[config.mk]
export PLATFORM = sky130hd
export DESIGN_NAME = sbc_mode_state_machine
export DESIGN_NICKNAME = d
export VERILOG_FILES = /design/src/pkg/sbc_mode_pkg.sv /design/src/design/cfg_pin_filter.sv /design/src/design/spi_frame_rx.sv /design/src/design/sbc_mode_state_machine.sv
export SDC_FILE = /design/constraint.sdc
export NUM_CORES = 1
export LEC_CHECK = 0
export BUFFER_PORTS_ARGS = -buffer_cell sky130_fd_sc_hd__buf_2
export CORE_ASPECT_RATIO = 1.25
export CORE_MARGIN = 2
export CORE_UTILIZATION = 25
export CTS_BUF_LIST = sky130_fd_sc_hd__clkbuf_8
export CTS_CLUSTER_SIZE = 24
export DETAILED_ROUTE_END_ITERATION = 7
export SYNTH_ARGS = -nofsm -noshare
export SYNTH_HDL_FRONTEND = slang
export SYNTH_SLANG_ARGS = --single-unit
[constraint.sdc]
create_clock -name clk_sys -period 3.1 [get_ports clk_sys]
set_input_delay 0.31 -clock clk_sys [delete_from_list [all_inputs] [get_ports clk_sys]]
set_output_delay 0.31 -clock clk_sys [all_outputs]
set_load 0.03 [all_outputs]
[src/pkg/sbc_mode_pkg.sv]
package sbc_mode_pkg;

    ////////////////////////////////////////////////////////////////////////////
    // timing
    localparam int unsigned CLK_PERIOD_NS  = 50;
    localparam int unsigned RESET_DELAY_US = 10000;
    localparam int unsigned LONG_WINDOW_US = 200000;
    localparam int unsigned CFG_FILTER_US  = 10;

    // least times: round up to whole cycles
    function automatic int unsigned us_to_cycles(input int unsigned t_us);
        return (t_us * 1000 + CLK_PERIOD_NS - 1) / CLK_PERIOD_NS;
    endfunction : us_to_cycles

    localparam int unsigned RESET_DELAY_CYCLES = us_to_cycles(RESET_DELAY_US);
    localparam int unsigned LONG_WINDOW_CYCLES = us_to_cycles(LONG_WINDOW_US);
    localparam int unsigned CFG_FILTER_CYCLES  = us_to_cycles(CFG_FILTER_US);
    localparam int unsigned COUNT_W            = 22;
    localparam int unsigned FILTER_W           = 8;

    ////////////////////////////////////////////////////////////////////////////
    // serial frame layout
    localparam int unsigned FRAME_BITS = 16;
    localparam int unsigned WRITE_BIT  = 15;
    localparam int unsigned ADDR_MSB   = 14;
    localparam int unsigned ADDR_LSB   = 8;
    localparam logic [6:0] ADDR_MODE_SUPPLY = 7'h01;
    localparam logic [6:0] ADDR_HARDWARE_CONTROL_REG     = 7'h02;
    localparam logic [6:0] ADDR_WD_CTRL     = 7'h03;
    localparam logic [6:0] ADDR_FLAG_CLEAR  = 7'h04;

    // field positions
    localparam int unsigned CFG_BIT     = 0;
    localparam int unsigned OV_RST_BIT  = 1;
    localparam int unsigned CLR_POR_BIT = 0;
    localparam int unsigned CLR_OV_BIT  = 1;
    localparam int unsigned CLR_UV_BIT  = 2;

    // mode field encodings
    localparam logic [1:0] MODE_NORMAL = 2'h0;
    localparam logic [1:0] MODE_SLEEP  = 2'h1;
    localparam logic [1:0] MODE_STOP   = 2'h2;

    // reset values
    localparam logic [2:0] WD_PERIOD_RESET = 3'h4;
    localparam logic       CFG_SW_RESET    = 1'h0;
    localparam logic       OV_RST_RESET    = 1'h0;

    typedef enum logic [5:0] {
        ST_INIT     = 6'h01,
        ST_NORMAL   = 6'h02,
        ST_STOP     = 6'h04,
        ST_SLEEP    = 6'h08,
        ST_RESTART  = 6'h10,
        ST_FAILSAFE = 6'h20
    } sbc_state_t;

endpackage : sbc_mode_pkg

[src/design/cfg_pin_filter.sv]
`timescale 1ns/10ps
module cfg_pin_filter (
    // clock and reset
    input  wire logic clk_sys,
    input  wire logic resetn,
    // synchronised sample
    input  wire logic sample_in,
    // filtered level and stability
    output logic      level,
    output logic      stable
);

    logic [sbc_mode_pkg::FILTER_W-1:0] count;
    logic                              last;

    localparam logic [sbc_mode_pkg::FILTER_W-1:0] LIMIT =
        sbc_mode_pkg::FILTER_W'(sbc_mode_pkg::CFG_FILTER_CYCLES - 1);

    wire same = (sample_in == last);
    wire full = (count == LIMIT);

    // continuous filter: level follows input only after a quiet interval
    always_ff @(posedge clk_sys or negedge resetn) begin
        if (!resetn) begin
            count  <= '0;
            last   <= 1'b0;
            level  <= 1'b0;
            stable <= 1'b0;
        end else begin
            last   <= sample_in;
            count  <= !same ? '0 : (full ? count : count + 1'b1);
            stable <= same && full;
            if (same && full) begin
                level <= last;
            end
        end
    end

endmodule : cfg_pin_filter

[src/design/spi_frame_rx.sv]
`timescale 1ns/10ps
module spi_frame_rx (
    // clock and reset
    input  wire logic        clk_sys,
    input  wire logic        resetn,
    // serial pins
    input  wire logic        spi_sclk,
    input  wire logic        spi_cs_n,
    input  wire logic        spi_mosi,
    // received frame
    output logic             frame_done,
    output logic             frame_full,
    output logic [15:0]      frame_data
);

    logic [2:0] sync1;
    logic [2:0] sync2;
    logic       sclk_q;
    logic       cs_q;
    logic [4:0] bit_count;
    logic [15:0] shift;

    always_ff @(posedge clk_sys or negedge resetn) begin
        if (!resetn) begin
            sync1 <= 3'h3;
            sync2 <= 3'h3;
        end else begin
            sync1 <= {spi_sclk, spi_cs_n, spi_mosi};
            sync2 <= sync1;
        end
    end

    wire sclk_rise = sync2[2] && !sclk_q;
    wire cs_rise   = sync2[1] && !cs_q;
    wire selected  = !sync2[1];

    // mode 0 sampling, msb first; frame ends on deselect
    always_ff @(posedge clk_sys or negedge resetn) begin
        if (!resetn) begin
            sclk_q     <= 1'b0;
            cs_q       <= 1'b1;
            bit_count  <= '0;
            shift      <= '0;
            frame_done <= 1'b0;
            frame_full <= 1'b0;
            frame_data <= '0;
        end else begin
            sclk_q     <= sync2[2];
            cs_q       <= sync2[1];
            frame_done <= cs_rise;
            if (cs_rise) begin
                frame_full <= (bit_count == 5'(sbc_mode_pkg::FRAME_BITS));
                frame_data <= shift;
                bit_count  <= '0;
            end else if (selected && sclk_rise) begin
                shift     <= {shift[14:0], sync2[0]};
                bit_count <= (bit_count == 5'h1f) ? bit_count : bit_count + 1'b1;
            end
        end
    end

endmodule : spi_frame_rx

[src/design/sbc_mode_state_machine.sv]
`timescale 1ns/10ps
// Overview of operation
// - six modes; main regulator on except in sleep and fail-safe
// - wake from sleep/fail-safe or failure with pin value one enters restart, then normal after delay
// - fail-safe keeps regulator off until wake or over-temperature clears
// - development mode reaches all modes with the watchdog halted
// - strap pin low during init selects development mode
// - configuration and diagnosis exchanged over 16-bit serial frames
// - mode field written by controller, cleared while passing restart
// - power-up starts in init with a long open watchdog window
// - pull interrupt pin low in reset delay, filter it, latch on reset rise
// - while power-on flag set, every reset re-latches the configuration
// - unstable interrupt pin latches zero, selecting fail-safe behaviour
// - pin value one: watchdog failure restarts; fail outputs per config bit, or on any repeat failure
// - pin value zero: failure to fail-safe; config bit zero first restarts
// - over-voltage with reset enable sets flag, fail outputs, restart/fail-safe
// - over-voltage without reset enable only sets the flag
// - software config bit and latched pin value are readable
// - latched configuration changes only at reset release while power-on flag set
// - any frame in init after reset release moves to normal, valid or illegal
// - missing service in long window records a watchdog failure, restart or fail-safe as above
// - wake events in init are discarded
// - reset held low below threshold; no undervolt flag or fail at power-up
// - restart drives reset low; release starts long window, period default
module sbc_mode_state_machine #(
    parameter int unsigned RESET_DELAY_CYCLES = sbc_mode_pkg::RESET_DELAY_CYCLES,
    parameter int unsigned LONG_WINDOW_CYCLES = sbc_mode_pkg::LONG_WINDOW_CYCLES
) (
    // clock and power-on reset
    input  wire logic       clk_sys,
    input  wire logic       resetn,
    // supply monitors (asynchronous levels)
    input  wire logic       main_reg_ok_pin,
    input  wire logic       supply_ok_pin,
    input  wire logic       main_reg_undervolt_pin,
    input  wire logic       main_reg_overvolt_pin,
    input  wire logic       overtemp_pin,
    // wake sources (asynchronous levels)
    input  wire logic       bus_wake_pin,
    input  wire logic [2:0] wake_inputs,
    // configuration pins
    input  wire logic       int_pin_in,
    input  wire logic       fail3_test_strap_pin,
    output logic            int_pulldown_en,
    // serial port
    input  wire logic       spi_sclk,
    input  wire logic       spi_cs_n,
    input  wire logic       spi_mosi,
    // watchdog block, same clock
    input  wire logic       watchdog_fail,
    // mode and supply outputs
    output sbc_mode_pkg::sbc_state_t mode_state,
    output logic            reset_output,
    output logic            main_reg_enable,
    output logic [2:0]      fail_outputs,
    output logic            watchdog_halted,
    output logic            long_window_active,
    // readable state
    output logic [1:0]      mode_field,
    output logic [2:0]      wd_period,
    output logic            hardware_control_reg,
    output logic            main_reg_overvolt_reset_enable,
    output logic            wake_level_status_reg,
    output logic            latched_pin_config,
    output logic            dev_mode,
    output logic            power_on_flag,
    output logic            main_reg_overvolt_flag,
    output logic            main_reg_undervolt_flag,
    output logic [1:0]      wd_fail_count
);

    ////////////////////////////////////////////////////////////////////////////
    // input synchronisers
    logic [9:0] sync1;
    logic [9:0] sync2;

    always_ff @(posedge clk_sys or negedge resetn) begin
        if (!resetn) begin
            sync1 <= '0;
            sync2 <= '0;
        end else begin
            sync1 <= {main_reg_ok_pin, supply_ok_pin, main_reg_undervolt_pin,
                      main_reg_overvolt_pin, overtemp_pin, bus_wake_pin,
                      wake_inputs, fail3_test_strap_pin};
            sync2 <= sync1;
        end
    end

    wire main_ok_s = sync2[9];
    wire supply_s  = sync2[8];
    wire uv_s      = sync2[7];
    wire ov_s      = sync2[6];
    wire ot_s      = sync2[5];
    wire wake_s    = |sync2[4:1];
    wire strap_s   = sync2[0];

    logic int_s1;
    logic int_s2;

    always_ff @(posedge clk_sys or negedge resetn) begin
        if (!resetn) begin
            int_s1 <= 1'b0;
            int_s2 <= 1'b0;
        end else begin
            int_s1 <= int_pin_in;
            int_s2 <= int_s1;
        end
    end

    ////////////////////////////////////////////////////////////////////////////
    // submodules
    logic        cfg_level;
    logic        cfg_stable;
    logic        frame_done;
    logic        frame_full;
    logic [15:0] frame_data;

    cfg_pin_filter u_filter (
        .clk_sys   (clk_sys),
        .resetn    (resetn),
        .sample_in (int_s2),
        .level     (cfg_level),
        .stable    (cfg_stable)
    );

    spi_frame_rx u_spi (
        .clk_sys    (clk_sys),
        .resetn     (resetn),
        .spi_sclk   (spi_sclk),
        .spi_cs_n   (spi_cs_n),
        .spi_mosi   (spi_mosi),
        .frame_done (frame_done),
        .frame_full (frame_full),
        .frame_data (frame_data)
    );

    ////////////////////////////////////////////////////////////////////////////
    // frame decode
    sbc_mode_pkg::sbc_state_t state;
    sbc_mode_pkg::sbc_state_t next_state;

    logic ov_q;
    logic uv_q;
    logic ot_q;
    logic [sbc_mode_pkg::COUNT_W-1:0] rd_count;
    logic [sbc_mode_pkg::COUNT_W-1:0] lw_count;

    // frames are not interpreted while reset is held
    wire frame_seen = frame_done && reset_output;
    wire [6:0] addr = frame_data[sbc_mode_pkg::ADDR_MSB:sbc_mode_pkg::ADDR_LSB];
    wire wr_cmd     = frame_seen && frame_full && frame_data[sbc_mode_pkg::WRITE_BIT];
    wire wr_mode    = wr_cmd && (addr == sbc_mode_pkg::ADDR_MODE_SUPPLY);
    wire wr_hw      = wr_cmd && (addr == sbc_mode_pkg::ADDR_HARDWARE_CONTROL_REG);
    wire wr_wd      = wr_cmd && (addr == sbc_mode_pkg::ADDR_WD_CTRL);
    wire wr_clr     = wr_cmd && (addr == sbc_mode_pkg::ADDR_FLAG_CLEAR);
    wire [1:0] req_mode = frame_data[1:0];

    ////////////////////////////////////////////////////////////////////////////
    // failure events
    wire st_active = (state == sbc_mode_pkg::ST_INIT) ||
                     (state == sbc_mode_pkg::ST_NORMAL) ||
                     (state == sbc_mode_pkg::ST_STOP);
    wire powered   = supply_s && main_ok_s;
    wire ov_rise   = ov_s && !ov_q;
    wire uv_rise   = uv_s && !uv_q;
    wire ot_fall   = !ot_s && ot_q;
    wire lw_timeout = long_window_active &&
        (lw_count == sbc_mode_pkg::COUNT_W'(LONG_WINDOW_CYCLES - 1));
    wire wd_evt    = st_active && !dev_mode &&
                     (watchdog_fail || lw_timeout);
    wire wd_to_fo  = hardware_control_reg || (wd_fail_count != 2'h0);
    wire ov_trip   = st_active && ov_rise &&
                     main_reg_overvolt_reset_enable;
    wire uv_trip   = (state != sbc_mode_pkg::ST_INIT) && st_active &&
                     reset_output && uv_s && powered;

    wire sbc_mode_pkg::sbc_state_t fault_target =
        latched_pin_config ? sbc_mode_pkg::ST_RESTART
                           : sbc_mode_pkg::ST_FAILSAFE;
    wire sbc_mode_pkg::sbc_state_t wd_target =
        wd_to_fo ? fault_target : sbc_mode_pkg::ST_RESTART;

    ////////////////////////////////////////////////////////////////////////////
    // reset delay
    wire fault_gone = main_ok_s && !uv_s;
    wire rd_run     = !reset_output && fault_gone &&
                      ((state == sbc_mode_pkg::ST_INIT) ||
                       (state == sbc_mode_pkg::ST_RESTART));
    wire rd_done    = rd_run &&
        (rd_count == sbc_mode_pkg::COUNT_W'(RESET_DELAY_CYCLES - 1));

    ////////////////////////////////////////////////////////////////////////////
    // next mode
    always_comb begin
        next_state = state;
        unique case (state)
            sbc_mode_pkg::ST_INIT: begin
                if (frame_seen) begin
                    next_state = sbc_mode_pkg::ST_NORMAL;
                end
            end
            sbc_mode_pkg::ST_NORMAL: begin
                if (wr_mode && (req_mode == sbc_mode_pkg::MODE_SLEEP)) begin
                    next_state = sbc_mode_pkg::ST_SLEEP;
                end else if (wr_mode && (req_mode == sbc_mode_pkg::MODE_STOP)) begin
                    next_state = sbc_mode_pkg::ST_STOP;
                end
            end
            sbc_mode_pkg::ST_STOP: begin
                if (wr_mode && (req_mode == sbc_mode_pkg::MODE_NORMAL)) begin
                    next_state = sbc_mode_pkg::ST_NORMAL;
                end
            end
            sbc_mode_pkg::ST_SLEEP: begin
                if (wake_s) begin
                    next_state = sbc_mode_pkg::ST_RESTART;
                end
            end
            sbc_mode_pkg::ST_RESTART: begin
                if (rd_done) begin
                    next_state = sbc_mode_pkg::ST_NORMAL;
                end
            end
            sbc_mode_pkg::ST_FAILSAFE: begin
                if (wake_s || ot_fall) begin
                    next_state = sbc_mode_pkg::ST_RESTART;
                end
            end
            default: begin
                next_state = sbc_mode_pkg::ST_INIT;
            end
        endcase
        // failures override any requested mode; wakes in init never act
        if (ov_trip) begin
            next_state = fault_target;
        end else if (wd_evt) begin
            next_state = wd_target;
        end else if (uv_trip) begin
            next_state = sbc_mode_pkg::ST_RESTART;
        end
    end

    wire next_ro = ((next_state == sbc_mode_pkg::ST_INIT) ||
                    (next_state == sbc_mode_pkg::ST_NORMAL) ||
                    (next_state == sbc_mode_pkg::ST_STOP)) &&
                   (reset_output || rd_done);
    wire ro_rise = next_ro && !reset_output;

    ////////////////////////////////////////////////////////////////////////////
    // mode register and counters
    always_ff @(posedge clk_sys or negedge resetn) begin
        if (!resetn) begin
            state        <= sbc_mode_pkg::ST_INIT;
            reset_output <= 1'b0;
            ov_q         <= 1'b0;
            uv_q         <= 1'b0;
            ot_q         <= 1'b0;
            rd_count     <= '0;
        end else begin
            state        <= next_state;
            reset_output <= next_ro;
            ov_q         <= ov_s;
            uv_q         <= uv_s;
            ot_q         <= ot_s;
            rd_count     <= rd_run ? rd_count + 1'b1 : '0;
        end
    end

    // long open window begins at reset release
    always_ff @(posedge clk_sys or negedge resetn) begin
        if (!resetn) begin
            long_window_active <= 1'b0;
            lw_count           <= '0;
        end else if (ro_rise) begin
            long_window_active <= !dev_mode;
            lw_count           <= '0;
        end else if (wr_wd || lw_timeout || dev_mode || !reset_output) begin
            long_window_active <= 1'b0;
            lw_count           <= '0;
        end else if (long_window_active) begin
            lw_count <= lw_count + 1'b1;
        end
    end

    ////////////////////////////////////////////////////////////////////////////
    // configuration latch
    always_ff @(posedge clk_sys or negedge resetn) begin
        if (!resetn) begin
            latched_pin_config <= 1'b0;
            dev_mode           <= 1'b0;
        end else begin
            if (ro_rise && power_on_flag) begin
                latched_pin_config <= cfg_stable && cfg_level;
            end
            if (ro_rise && (state == sbc_mode_pkg::ST_INIT) && power_on_flag) begin
                dev_mode <= !strap_s;
            end
        end
    end

    ////////////////////////////////////////////////////////////////////////////
    // software registers and flags
    always_ff @(posedge clk_sys or negedge resetn) begin
        if (!resetn) begin
            mode_field                     <= sbc_mode_pkg::MODE_NORMAL;
            wd_period                      <= sbc_mode_pkg::WD_PERIOD_RESET;
            hardware_control_reg           <= sbc_mode_pkg::CFG_SW_RESET;
            main_reg_overvolt_reset_enable <= sbc_mode_pkg::OV_RST_RESET;
        end else begin
            if (state == sbc_mode_pkg::ST_RESTART) begin
                mode_field <= sbc_mode_pkg::MODE_NORMAL;
                wd_period  <= sbc_mode_pkg::WD_PERIOD_RESET;
            end else begin
                if (wr_mode && (state != sbc_mode_pkg::ST_INIT)) begin
                    mode_field <= req_mode;
                end
                if (wr_wd) begin
                    wd_period <= frame_data[2:0];
                end
            end
            if (wr_hw) begin
                hardware_control_reg           <= frame_data[sbc_mode_pkg::CFG_BIT];
                main_reg_overvolt_reset_enable <= frame_data[sbc_mode_pkg::OV_RST_BIT];
            end
        end
    end

    // hardware sets win over a clear in the same cycle
    always_ff @(posedge clk_sys or negedge resetn) begin
        if (!resetn) begin
            power_on_flag           <= 1'b1;
            main_reg_overvolt_flag  <= 1'b0;
            main_reg_undervolt_flag <= 1'b0;
        end else begin
            if (wr_clr && frame_data[sbc_mode_pkg::CLR_POR_BIT]) begin
                power_on_flag <= 1'b0;
            end
            if (ov_rise && powered) begin
                main_reg_overvolt_flag <= 1'b1;
            end else if (wr_clr && frame_data[sbc_mode_pkg::CLR_OV_BIT]) begin
                main_reg_overvolt_flag <= 1'b0;
            end
            if (uv_rise && powered && reset_output) begin
                main_reg_undervolt_flag <= 1'b1;
            end else if (wr_clr && frame_data[sbc_mode_pkg::CLR_UV_BIT]) begin
                main_reg_undervolt_flag <= 1'b0;
            end
        end
    end

    ////////////////////////////////////////////////////////////////////////////
    // failure count and fail outputs; leaving restart keeps them on
    logic fail_on;

    always_ff @(posedge clk_sys or negedge resetn) begin
        if (!resetn) begin
            wd_fail_count <= 2'h0;
            fail_on       <= 1'b0;
        end else begin
            if (wd_evt && (wd_fail_count != 2'h3)) begin
                wd_fail_count <= wd_fail_count + 2'h1;
            end
            if ((wd_evt && wd_to_fo) || ov_trip) begin
                fail_on <= 1'b1;
            end
        end
    end

    ////////////////////////////////////////////////////////////////////////////
    // outputs
    assign mode_state      = state;
    assign fail_outputs    = {3{fail_on}};
    assign main_reg_enable = (state != sbc_mode_pkg::ST_SLEEP) &&
                             (state != sbc_mode_pkg::ST_FAILSAFE);
    assign watchdog_halted = dev_mode;
    assign int_pulldown_en = !reset_output && power_on_flag && main_ok_s;
    assign wake_level_status_reg = latched_pin_config;

endmodule : sbc_mode_state_machine

==> key figures, run 1 <==
Power
  – VDD IR max: around 0.0003 V
  – Sw Ratio: between 20% and 30%
  – Total power: around 0.0038 W
  – NetSw: 0.000972 W
  – Gate power share: 5.6%
  – PwrDens: just over 500 nW/um^2
  – Seq pwr share: between 50 and 60%
  – Clock power share: 40.0%
  – Internal power: ~0.0028 W
  – Leak: ~3.2 nW

Cells and area
  – Multi-input gate area: ~2500 sq um
  – Fraction of layout cells with a size suffix above 1: a little over 20%
  – Nets: 656
  – Storage cell area: around 3600 sq um
  – Final cell count without fillers: 979
  – Fillers: approximately 2.6k
  – Most common cell after layout, fill and taps aside: dfrtp_1
  – Ant diodes: 0
  – Syn-to-layout area delta: 18.2%
  – Most frequent cells in the layout: dfrtp_1, nor2_1, buf_2
  – Regs by FF count: lw_count (22), rd_count (22), u_spi.shift (16)
  – Final instance area: between 7000 and 8000 sq um

Floorplan
  – Die Span Y: ~180 um
  – Die area: around 27000 sq um
  – Core area: 25200 sq um
  – Row cnt: 65
  – Die X: roughly 150 um
  – I/O pin count: 46
  – Starting density of the core: approximately a quarter

Worst setup path
  – Crit. Startpoint: mode_state[1]$_DFF_PN0_
  – Critical Path RT: roughly 2.8 ns
  – CP Capture Point: main_reg_enable
  – Crit-path max cell delay: 0.63 ns
  – Crit-path cells: or4_1 > nor3b_2 > or2_2 > inv_2 > buf_2
  – Slowest-stage cell, CP: or4_1
  – Crit path max fanout: 10
  – R2r endpoint: latched_pin_config$_DFFE_PN0P_
  – R2R depth: 6
  – CP Launch Type: flip-flop
  – Nature of the critical path endpoint: primary output
  – Worst R2R Setup Slack: around 0.72 ns
  – Crit path DAT: between 2 and 2.5 ns
  – RR Startpoint: rd_count[0]$_DFF_PN0_
  – Critical path type: flip-flop to primary output

CTS
  – Worst-Skew Late Latency: approximately 0.45 ns
  – CTS tree: built
  – Clock Pin Slew Worst Setup and Hold Paths: 0.08 ns
  – Worst-case clock buffer depth: 2
  – CTS resizes: 0
  – CTS H-tree depth: 4
  – CTS Buf Count: 17
  – Clock Tree Root: clkbuf_8
  – Post-CTS Setup Inserts: 0
  – Clock sink count: 145
  – Hold buffers post-CTS: 15

Placement
  – Detailed Place HPWL: about 9.3 mm
  – Routability Congestion: just under 0.9
  – Port buffer count: between 40 and 50
  – DP Area: between 6000 and 7000 sq um
  – Cell count after placement: between 900 and 1k

Global route
  – Vias in the first global route: about 4.3k
  – Initial antenna violation count: 0
  – Gr ovfl total: 0
  – Largest net degree at the start of global routing: 66
  – GR Util All Layers: 10.6%
  – First-pass GRT wire length: 22.3 mm

Timing
  – Worst Tran Pin Value: 0.666 ns
  – Final setup viols: 0
  – Final max-slew violation count: 0
  – Fin crit period: 2.69 ns
  – Period utilisation layout: approximately 87%
  – RSZ-0062 raised after global routing: no
  – Slew headroom: a little under three fifths
  – Final Hold Vio Count: 0
  – Max Clock Freq: 0.371 GHz
  – Setup TNS: 0 ns
  – Fin Clk Skew: around 0.011 ns

Synthesis
  – EDFF count, synth: 0
  – Mapped Nets: approximately 590
  – Syn Std Cell Area: between 6000 and 7000 sq um
  – Primary FF master, synth: dfrtp_1
  – Synthesized flop and latch total: 145
  – Post-Syn Instances: between 500 and 600
  – Avg Cell Area, Syn: 11.2 sq um
  – Register area share after synthesis: a little under three fifths
  – Async SR Flop Fraction: between 90% and 100%
  – Synth warn: 0
  – Cell variety after synth: a little over 60

Outcome
  – Status: complete, no violations

Detailed routing
  – # DRC: 0
  – Drt first pass iters: 4
  – Vias post-DR: between 4k and 5k
  – Routed WL: approximately 13 mm
  – WL per Instance: around 14 um
  – Drt via density: 4.42
  – Initial DRC count: ~220
  – Routed Antenna Nets: 0

Min path
  – Hold path startpoint: sync1[3]$_DFF_PN0_
  – Hold Path Class: flip-flop to flip-flop

Run
  – Maxcap violations: 0
==> final cells by class <==
class,instances,area share [%]
clock buffers,17,3.10
flip-flops and latches,145,48.2
clock inverters,15,2.32
multi-input cells,377,33.7
repair buffers,68,6.02
well taps,335,5.55
inverters,22,1.09
==> through the flow <==
stage | setup WS [ns] | util [%] | hold WS, ns
2_1_floorplan | 0.781 | - | 0.0144
3_3_place_gp | 0.786 | 27.7 | 0.333
3_5_place_dp | 0.709 | 27.7 | 0.331
4_1_cts | 0.379 | 29.9 | 0.353
5_1_grt | 0.224 | 29.9 | 0.358
6_report | 0.406 | 29.9 | 0.352
==> power groups by stage <==
stage	combinational, W	sequential [W]	clock, W
3_5_place_dp	0.000205	0.00212	0
4_1_cts	0.000219	0.00208	0.00158
5_1_grt	0.000243	0.00210	0.00166
6_report	0.000212	0.00208	0.00153
2_1_floorplan	0.000143	0.00208	0
3_3_place_gp	0.000200	0.00211	0
==> worst max-delay path, delay by kind of cell (launching register included) <==
kind / cells / cell delay, ns
buffers and inverters: 2 / 0.23
and+or+nand+nor: 3 / 1.19
DFF: 1 / 0.51
==> worst min path at each step <==
stage / depth (start not counted) / endpoint / slack [ns]
after floorplan: 0 / dev_mode$_DFFE_PN0P_ / 0.01
after global placement: 1 / u_filter.count[3]$_DFFE_PN0N_ / 0.33
after detailed placement: 1 / u_filter.count[3]$_DFFE_PN0N_ / 0.33
after CTS: 0 / sync2[4]$_DFF_PN0_ / 0.35
after global routing: 0 / sync2[4]$_DFF_PN0_ / 0.36
final: 0 / sync2[3]$_DFF_PN0_ / 0.35
==> synthesized netlist by cell type (3+ instances only) <==
| cell type | instances | area [sq um] |
|---|---|---|
| nand2_1 | 35 | 131 |
| a31oi_1 | 3 | 18.8 |
| nor4b_1 | 6 | 52.6 |
| o21ai_0 | 13 | 65.1 |
| dfrtp_1 | 137 | 3430 |
| nand4_1 | 20 | 125 |
| nor2b_1 | 6 | 37.5 |
| nor3b_1 | 3 | 22.5 |
| xnor2_1 | 27 | 236 |
| clkbuf_1 | 14 | 52.6 |
| o2bb2ai_1 | 3 | 26.3 |
| ha_1 | 8 | 100 |
| inv_1 | 21 | 78.8 |
| nor4_1 | 7 | 43.8 |
| xor2_1 | 26 | 228 |
| nand3_1 | 20 | 100 |
| nor3_1 | 15 | 75.1 |
| mux2_2 | 27 | 304 |
| mux2i_1 | 9 | 90.1 |
| or3_1 | 4 | 25.0 |
| and4_1 | 7 | 61.3 |
| buf_2 | 3 | 15.0 |
| or4_1 | 4 | 30.0 |
| and3_1 | 8 | 50.1 |
| buf_4 | 6 | 45.0 |
| dfstp_2 | 8 | 210 |
| a21oi_1 | 8 | 40.0 |
| nor2_1 | 76 | 285 |
==> cell families (layout without fill, tap and decap cells) <==
logic type	after synthesis	count (layout)	synth area share (%)
xor+xnor	53	53	7.27
simple gates	229	229	18.9
mux	37	37	6.35
fa+ha+maj	8	8	1.57
buf+inv	47	122	3.29
compound gates	50	50	5.64
flops	145	145	57.0
==> routing by layer <==
metal	global-route usage, %	share of wire (%)	vias up
li1	-	-	2097
met5	0	0	-
met2	16.8	48	86
met3	3.28	5.1	12
met1	13.4	45	2132
met4	4.15	1.5	0
Power figures use the tool's default switching activity.
==> run 2, diff against run 1 <==
- CORE_ASPECT_RATIO: 1.25 -> 1.2
==> run 2 against run 1 <==
Effect of this change:
- maximum frequency is 2.1% lower
- worst hold slack improved by 0.0012 ns
- clock power about the same
- power fell by 0.43%
- clock-buffer cell count unchanged
- global-route usage about the same
- critical path depth unchanged
- first-iteration DRC count fell by 4.6%
- worst setup slack got worse by 0.058 ns
- combinational power hardly changed
- core utilization is 0.14 points lower
- register-to-register slack gained 0.02 ns
- critical path type unchanged
- largest cell class unchanged
- largest power group unchanged
- highest routed layer unchanged
==> key figures, run 2 (synthesis results as in run 1) <==
Outcome
  – Status: complete, no violations (unchanged)

Worst setup path
  – Crit-path max cell delay: 0.64 ns (was 0.63 ns)
  – Slowest-stage cell, CP: or4_1 (unchanged)
  – Crit path DAT: 2.44 ns (was 2.38 ns)
  – Critical path type: flip-flop to primary output (unchanged)
  – Crit-path cells: or4_1 > nor3b_2 > or2_2 > inv_2 > buf_2 (unchanged)
  – Buf/Inv on CP: 2 (unchanged)
  – CP Launch Type: flip-flop (unchanged)
  – Nature of the critical path endpoint: primary output (unchanged)
  – Critical Path RT: 2.79 ns (about the same)
  – Crit path max fanout: 10 (unchanged)
  – Top delay family on crit path: simple AND/OR/NAND/NOR gates (unchanged)

Min path
  – Hold Path Class: flip-flop to flip-flop (unchanged)

CTS
  – CTS H-tree depth: 4 (unchanged)
  – Clock Tree Root: clkbuf_8 (unchanged)
  – CTS Buf Count: 17 (unchanged)
  – Clock sink count: 145 (unchanged)
  – Post-CTS Setup Inserts: 0 (unchanged)
  – Worst-Skew Late Latency: 0.46 ns (was 0.45 ns)
  – Hold buffers post-CTS: 15 (unchanged)
  – Clock Pin Slew Worst Setup and Hold Paths: 0.09 ns (was 0.08 ns)
  – Worst-case clock buffer depth: 2 (unchanged)
  – CTS tree: built (unchanged)
  – CTS resizes: 0 (unchanged)

Detailed routing
  – Vias post-DR: 4359 (was 4327)
  – Routed WL: 13.4 mm (was 13.3 mm)
  – Routed Antenna Nets: 0 (unchanged)
  – WL per Instance: 13.7 um (was 13.6 um)
  – # DRC: 0 (unchanged)
  – Drt first pass iters: 4 (unchanged)
  – Drt via density: 4.47 (was 4.42)
  – Initial DRC count: 207 (was 217)

Cells and area
  – Nets: 658 (was 656)
  – Ant diodes: 0 (unchanged)
  – Fraction of layout cells with a size suffix above 1: 20.7% (was 20.5%)
  – Most common cell after layout, fill and taps aside: dfrtp_1 (unchanged)
  – Regs by FF count: lw_count (22), rd_count (22), u_spi.shift (16) (unchanged)
  – Most frequent cells in the layout: dfrtp_1, nor2_1, buf_2 (unchanged)
  – Syn-to-layout area delta: 18.0% (was 18.2%)
  – Fillers: 2664 (was 2634)

Power
  – Gate power share: 5.6% (about the same)
  – Leak: 3.21 nW (was 3.20 nW)
  – Sw Ratio: 26.8% (was 25.4%)
  – VDD IR max: 0.000269 V (was 0.000307 V)
  – Clock power share: 39.6% (was 40.0%)
  – NetSw: 0.00102 W (was 0.000972 W)
  – PwrDens: 504 nW/um^2 (was 506 nW/um^2)
  – Internal power: 0.00279 W (was 0.00285 W)
  – Seq pwr share: 54.8% (was 54.5%)

Timing
  – Slew headroom: 54.7% (was 55.4%)
  – Period utilisation layout: 88.8% (was 86.9%)
  – Fin Clk Skew: 0.0155 ns (was 0.0108 ns)
  – RSZ-0062 raised after global routing: no (unchanged)
  – Setup TNS: 0 ns (unchanged)
  – Final max-slew violation count: 0 (unchanged)
  – Worst Tran Pin Value: 0.677 ns (was 0.666 ns)
  – Fin crit period: 2.75 ns (was 2.69 ns)
  – Final Hold Vio Count: 0 (unchanged)
  – Worst Setup Slack, final: 0.349 ns (was 0.406 ns)
  – Max Clock Freq: 0.363 GHz (was 0.371 GHz)
  – Final setup viols: 0 (unchanged)

Floorplan
  – Row cnt: 64 (was 65)
  – I/O pin count: 46 (unchanged)
  – Die X: 150 um (was 147 um)
  – Starting density of the core: 25.2% (was 25.3%)
  – Die Span Y: 179 um (was 183 um)
  – Die area: 26800 sq um (was 26900 sq um)
  – Core area: 25300 sq um (was 25200 sq um)

Global route
  – Largest net degree at the start of global routing: 64 (was 66)
  – GR Util All Layers: 10.6% (about the same)
  – Initial antenna violation count: 0 (unchanged)
  – Gr ovfl total: 0 (unchanged)
  – Vias in the first global route: 4222 (was 4340)
  – First-pass GRT wire length: 22.1 mm (was 22.3 mm)

Run
  – Maxcap violations: 0 (unchanged)

Placement
  – Port buffer count: 45 (unchanged)
  – Routability Congestion: 0.868 (was 0.877)
  – Detailed Place HPWL: 9.34 mm (unchanged)
  – Post-Place Worst Slack: 0.739 ns (was 0.709 ns)
-- run 2: cell count changes in the layout (fill, tap and decap cells not counted), sizes merged --
cell,change
clkinv,+2
clkinvlp,-2
inv,+1
bufinv,-1
buf,+2
-- run 2: metrics by stage --
stage          hold slack [ns]  std cells  utilization, %  total power [W]  cell area, sq um
6_report                 0.353        976            29.8          0.00380              7540
5_1_grt                  0.360        976            29.8          0.00399              7540
4_1_cts                  0.355        976            29.8          0.00386              7540
3_5_place_dp             0.335        929            27.6          0.00233              6980
3_3_place_gp             0.332        929            27.6          0.00232              6980
2_1_floorplan           0.0144        569               -          0.00222              6390
-- run 2: worst paths after layout --
check	slack [ns]	from	endpoint	cells past startpoint
hold / removal	0.35	sync1[2]$_DFF_PN0_	sync2[2]$_DFF_PN0_	0
setup / recovery	0.35	mode_state[1]$_DFF_PN0_	main_reg_enable	5
max in group asynchronous	1.82	resetn	power_on_flag$_DFFE_PN1P_	3
setup reg to reg	0.74	rd_count[0]$_DFF_PN0_	latched_pin_config$_DFFE_PN0P_	6
hold reg to reg	0.35	sync1[2]$_DFF_PN0_	sync2[2]$_DFF_PN0_	0
min in group asynchronous	0.40	resetn	sync2[0]$_DFF_PN0_	2
-- run 2: layer usage --
layer  part of all wire, %  vias to the layer above  global-route usage, %
met5                     0                        -                      0
met4                   2.9                        0                   4.91
met3                   3.7                       17                   2.80
met2                    46                       98                   16.3
met1                    47                     2141                   13.9
li1                      -                     2103                      -
-- run 2: layout make-up --
class	instances	area [sq um]	share of cell area, %
clock buffers	17	234	3.10
clock inverters	15	171	2.27
inverters	22	82.6	1.10
multi-input cells	377	2540	33.7
flip-flops and latches	145	3640	48.3
well taps	330	413	5.48
repair buffers	70	457	6.06
-- run 2: power groups by stage --
stage	sequential (W)	combinational, W	clock (W)
global placement	0.00212	0.000200	0
global route	0.00210	0.000246	0.00165
floorplan	0.00208	0.000143	0
finish	0.00208	0.000213	0.00151
detailed placement	0.00212	0.000205	0
CTS	0.00208	0.000220	0.00156
